### src/logic/pmdw_cfg.svh
// constants for the program memory data window
`ifndef PMDW_CFG_SVH
`define PMDW_CFG_SVH
`define PMDW_WIN_BASE     8'h40
`define PMDW_WIN_LAST     8'h7f
`define PMDW_PAGE_ADDR    8'hc9
`define PMDW_OFS_BITS     6
`define PMDW_PAGE_BITS    7
`define PMDW_PAGE_MSB     6
`define PMDW_READ_FILL    8'hff
`define PMDW_RDATA_RST    8'h00
`endif

### src/logic/pmdw_pkg.sv
// types shared by the program memory data window
package pmdw_pkg;
  typedef struct packed {
    logic       rd;
    logic       wr;
    logic [7:0] addr;
    logic [7:0] wdata;
  } pmdw_dreq_s;

  typedef struct packed {
    logic        rd;
    logic [12:0] addr;
  } pmdw_preq_s;
endpackage

### src/logic/pmdw_page_reg.sv
// write-only page register of the data window
`timescale 1ns/1ns
`include "pmdw_cfg.svh"
module pmdw_page_reg #(
  parameter int PAGE_W = `PMDW_PAGE_BITS
) (
  input  wire logic              clk_i,
  input  wire logic              wr_i,
  input  wire logic [7:0]        wdata_i,
  output logic      [PAGE_W-1:0] page_o
);
  logic [PAGE_W-1:0] page_reg;

  // no reset: contents stay undefined until the first write
  always_ff @(posedge clk_i) begin
    if (wr_i) begin
      page_reg <= wdata_i[PAGE_W-1:0];
    end
  end

  assign page_o = page_reg;
endmodule // pmdw_page_reg

### src/logic/pmdw_window.sv
// program memory data window: maps data-space reads onto program memory
//
// Summary of operation
// - data addresses 40h to 7fh form a read-only window whose reads go to program memory, not ram.
// - each window read returns one byte of a 64-byte block anywhere in program memory 0000h to 1fffh.
// - writing the page register moves the window to another 64-byte aligned block.
// - the program address is the page value on top of the six low data address bits.
// - the page register sits at data address c9h, takes byte writes and never returns its value on read.
// - page bits 6 to 0 form the upper program address and bit 7 is ignored.
// - the page register is not reset and is undefined until first written.
`timescale 1ns/1ns
`include "pmdw_cfg.svh"
module pmdw_window (
  input  wire logic               clk_i,
  input  wire logic               rst_i,
  input  wire pmdw_pkg::pmdw_dreq_s dreq_i,
  input  wire logic [7:0]         pdata_i,
  output pmdw_pkg::pmdw_preq_s    preq_o,
  output logic                    win_hit_o,
  output logic                    page_hit_o,
  output logic                    rvalid_o,
  output logic [7:0]              rdata_o
);
  import pmdw_pkg::*;

  localparam int PW = `PMDW_PAGE_BITS;
  localparam int OW = `PMDW_OFS_BITS;

  logic [PW-1:0] page;
  wire           in_win;
  wire           at_page;
  wire           win_rd;
  wire           page_wr;
  logic          rd_pend_reg;
  logic          rd_pend_next;
  logic [7:0]    rdata_reg;
  logic [7:0]    rdata_next;
  // tracks whether the page holds a written value; the page itself is never reset
  logic          loaded_reg;

  assign in_win  = (dreq_i.addr >= `PMDW_WIN_BASE) && (dreq_i.addr <= `PMDW_WIN_LAST);
  assign at_page = (dreq_i.addr == `PMDW_PAGE_ADDR);
  assign win_rd  = in_win && dreq_i.rd;
  assign page_wr = at_page && dreq_i.wr;

  pmdw_page_reg #(
    .PAGE_W (PW)
  ) u_page (
    .clk_i   (clk_i),
    .wr_i    (page_wr),
    .wdata_i (dreq_i.wdata),
    .page_o  (page)
  );

  // program side is read only; window writes never reach it
  assign preq_o.rd   = win_rd;
  assign preq_o.addr = {page, dreq_i.addr[OW-1:0]};
  assign win_hit_o   = in_win;
  assign page_hit_o  = at_page;

  // reading the page register returns a fixed fill, never its content
  assign rd_pend_next = win_rd || (at_page && dreq_i.rd);
  assign rdata_next   = win_rd ? pdata_i : `PMDW_READ_FILL;

  always_ff @(posedge clk_i or posedge rst_i) begin
    if (rst_i) begin
      rd_pend_reg <= 1'b0;
    end else begin
      rd_pend_reg <= rd_pend_next;
    end
  end

  always_ff @(posedge clk_i or posedge rst_i) begin
    if (rst_i) begin
      rdata_reg <= `PMDW_RDATA_RST;
    end else if (rd_pend_next) begin
      rdata_reg <= rdata_next;
    end
  end

  // checker helper only: an undefined page must not trip the hold check
  always_ff @(posedge clk_i or posedge rst_i) begin
    if (rst_i) begin
      loaded_reg <= 1'b0;
    end else if (page_wr) begin
      loaded_reg <= 1'b1;
    end
  end

  assign rvalid_o = rd_pend_reg;
  assign rdata_o  = rdata_reg;
endmodule // pmdw_window

### config.mk
export PLATFORM = sky130hd
export DESIGN_NAME = pmdw_window
export DESIGN_NICKNAME = d
export VERILOG_FILES = /design/src/logic/pmdw_pkg.sv /design/src/logic/pmdw_page_reg.sv /design/src/logic/pmdw_window.sv
export VERILOG_INCLUDE_DIRS = /design/src /design/src/logic
export SDC_FILE = /design/constraint.sdc
export NUM_CORES = 1
export LEC_CHECK = 0
export ABC_AREA = 1
export BUFFER_PORTS_ARGS = -buffer_cell sky130_fd_sc_hd__buf_2
export CORE_MARGIN = 3
export CORE_UTILIZATION = 40
export DETAILED_ROUTE_END_ITERATION = 12
export PLACE_DENSITY_LB_ADDON = 0.12
export SETUP_SLACK_MARGIN = 0.1
export SYNTH_ARGS = -nofsm -noshare
export SYNTH_HDL_FRONTEND = slang
export SYNTH_HIERARCHICAL = 1
export SYNTH_SLANG_ARGS = --single-unit
### constraint.sdc
create_clock -name clk_i -period 0.9 [get_ports clk_i]
set_input_delay 0.09 -clock clk_i [delete_from_list [all_inputs] [get_ports clk_i]]
set_output_delay 0.09 -clock clk_i [all_outputs]
set_load 0.01 [all_outputs]
==> impl_metrics.toml <==
[yosys]
synthXorXnorAreaFrac_pct = 0
synth_fa_ha_area_share_pct = 0
synthCells = 87
yosys.area_share.simple_pct = 29.0
yosysTopAreaCell = "dfrtp_1"
synthDistinctLibCells = 13
synth_fp_nets = 115
avgSynthCellArea_um2 = 9.13
yosysWarnings = 6
synth_top_area_share_pct = 28.3
synthMuxAreaShare_pct = 0
synth_top_family_by_area = "simple AND/OR/NAND/NOR gates"
seq_area_frac_synth_pct = 54.8
synth-seq-cells = 16
synthTopCellsByArea = "dfrtp_1 28%, edfxtp_1 26%, nand3_1 10%"
netlist_area_um2 = 795
synth_compound_gate_area_share_pct = 0

[drt]
via_per_inst = 4.35
vias = 813
wirelength_mm = 2.14
first_pass_iters = 4
drt-wirelength-per-cell_um = 11.4
drc_errors = 0
antenna_left = 0
drtIter0Drc = 6

[setup_path]
cp.arrival_ns = 0.84
reg2reg_from = "rdata_o[0]"
critPathMaxStageDelay_ns = 0.41
start_kind = "register"
slowest_stage = "dfrtp_1"
cp_max_fo = 2
crit_type = "register to output port"
crit_cells = 1
endpoint_kind = "output port"
cp_top_family = "flip-flops"
path_buf_inv = 1
r2r-end = "rdata_o[0]"
crit_required_ns = 0.81
r2r_slack_ns = 0.05
r2r_cells = 4
cp_cell_sequence = "buf_2"

[grt]
grt_overflow = 0
grt_first_pass_wirelength_mm = 3.22
grt_max_degree = 10
antenna_found_initial = 0
grt_use_total_pct = 17.0
grt_pass1_vias = 769

[power_and_ir_drop]
max-vdd-ir-drop_v = 0.000845
internal-power_w = 0.00126
p_sw_w = 0.000481
pwr-share-seq_pct = 49.3
power_density_nw_per_um2 = 1220
pwr-share-comb_pct = 29.0
sw_frac_of_total_pct = 27.6
clkPwrFrac_pct = 21.7
p_leak_nw = 0.782

[clock_tree]
clk_latency_ns = 0.28
numCtsBuffers = 3
clk_pin_slew_ns = 0.09
h-tree-depth = 1
cts_tree = "yes"
clock-sinks = 16
clockBufferDepth = 2
clockRootBuffer = "clkbuf_4"

[run]
maxCapViolCount = 0

[layout]
num_antenna_cells = 0
layout.cells.non_filler = 187
drive_above_1_share_pct = 56.2
finish.net_count = 191
utilization_pct = 79.1
fillers = 131
area_delta_synth_final_pct = 79.4

[hold_path]
min_path_cells = 5
hold_end = "rdata_o[6]"
min_path_type = "primary input to register"
hold_start = "pdata_i[6]"

[sta]
setup_tns_ns = -0.0724
setup_viol = 6
period_share_pct = 103
rsz0062_at_grt = "true"
fmax_ghz = 1.08
worst_pin_slew_ns = 0.352
setup_ws_ns = -0.0262
finalHoldWorstSlack_ns = 0.105
maxSlewHeadroom_pct = 76.5
period_minus_slack_ns = 0.926
fin_skew_ns = 0
report.final.slew_viol_count = 0
hold_viol_final = 0

[run_status]
status = "finished with violations"
violations = "negative setup slack"

[floorplanning]
initial_utilization_pct = 44.1
die_h_um = 50.6
die_x_um = 50.6
coreArea_um2 = 1800
core.rowCount = 15
die_area_um2 = 2560
ios = 53

[placed_design]
dpl.hpwl_mm = 1.41
dp.cells = 162
place_congestion = 0.681
portBuffers = 51
==> per-layer routing <==
metal	vias up	part of all wire (%)	routed length, um	track usage (%)
li1	413	-	-	-
met1	366	37	781	18.0
met2	30	56	1200	32.6
met3	4	6.2	132	2.97
met4	0	1.1	23	6.73
met5	-	0	0	0
==> cell families (layout without fill, tap and decap cells) <==
logic type | Yosys count | count (layout)
buf+inv | 26 | 101
flops | 16 | 16
simple gates | 45 | 45
==> power groups by stage <==
stage                     Combinational, W  Clock, W  Sequential [W]
after floorplan                   0.000174         0        0.000903
after global placement            0.000363         0        0.000869
after detailed placement          0.000372         0        0.000871
after CTS                         0.000453  0.000393        0.000855
after global routing              0.000550  0.000431        0.000863
final                             0.000504  0.000378        0.000859
==> synthesized netlist by cell type <==
cell type / count
nand2_1: 21
nor2_1: 1
inv_1: 17
dfrtp_1: 9
nor2_4: 2
nand3_1: 16
nand2_2: 1
nand3_2: 1
clkinv_2: 1
buf_4: 8
edfxtp_1: 7
nand2_4: 2
nor2_2: 1
==> cell type report <==
class                   instances  area, um^2  area share (%)
flip-flops and latches         16         435            30.6
inverters                      18         103            7.20
clock buffers                   3        22.5            1.58
multi-input cells              45         268            18.8
well taps                      25        31.3            2.19
clock inverters                 1        3.75           0.263
repair buffers                 79         562            39.4
==> cells in the final DEF (no fill, tap or decap) <==
cell type	n
buf_12	2
nand3_1	15
nand3_2	2
clkbuf_4	3
buf_2	44
nor2_4	4
nand2_1	19
dlygate4sd3_1	8
inv_2	1
inv_12	1
inv_8	1
clkinv_4	2
inv_6	1
dfrtp_1	9
buf_6	9
edfxtp_1	7
inv_1	12
nand2_4	5
clkinv_1	1
buf_4	16
==> flip-flops by register name (all words and copies together), names as in the netlist <==
name / cells
u_page/page_o: 7
rvalid_o: 1
rdata_o: 8
==> worst max-delay path by stage <==
stage,startpoint,end
2_1_floorplan,dreq_i[10],u_page/page_o[0]
3_3_place_gp,dreq_i[10],u_page/page_o[2]
3_5_place_dp,dreq_i[10],u_page/page_o[2]
4_1_cts,rdata_o[7],rdata_o[7]
5_1_grt,rdata_o[7],rdata_o[7]
6_report,rdata_o[2],rdata_o[2]
==> stage by stage <==
step           total power (W)  worst slack [ns]  area (um^2)
2_1_floorplan          0.00108            0.0369          857
3_3_place_gp           0.00123            -0.141         1140
3_5_place_dp           0.00124            -0.164         1140
4_1_cts                0.00170           -0.0216         1320
5_1_grt                0.00184           -0.0548         1430
6_report               0.00174           -0.0262         1430
==> what timing repair did <==
item	4_1_cts	5_1_grt
gates cloned	0	0
resized for setup	9	11
setup endpoints to repair	18	19
buffers inserted	6	7
pin swaps	4	7
hold buffers	8	0
endpoints found under the hold margin	16	0
(Power assumes the default switching activity.)
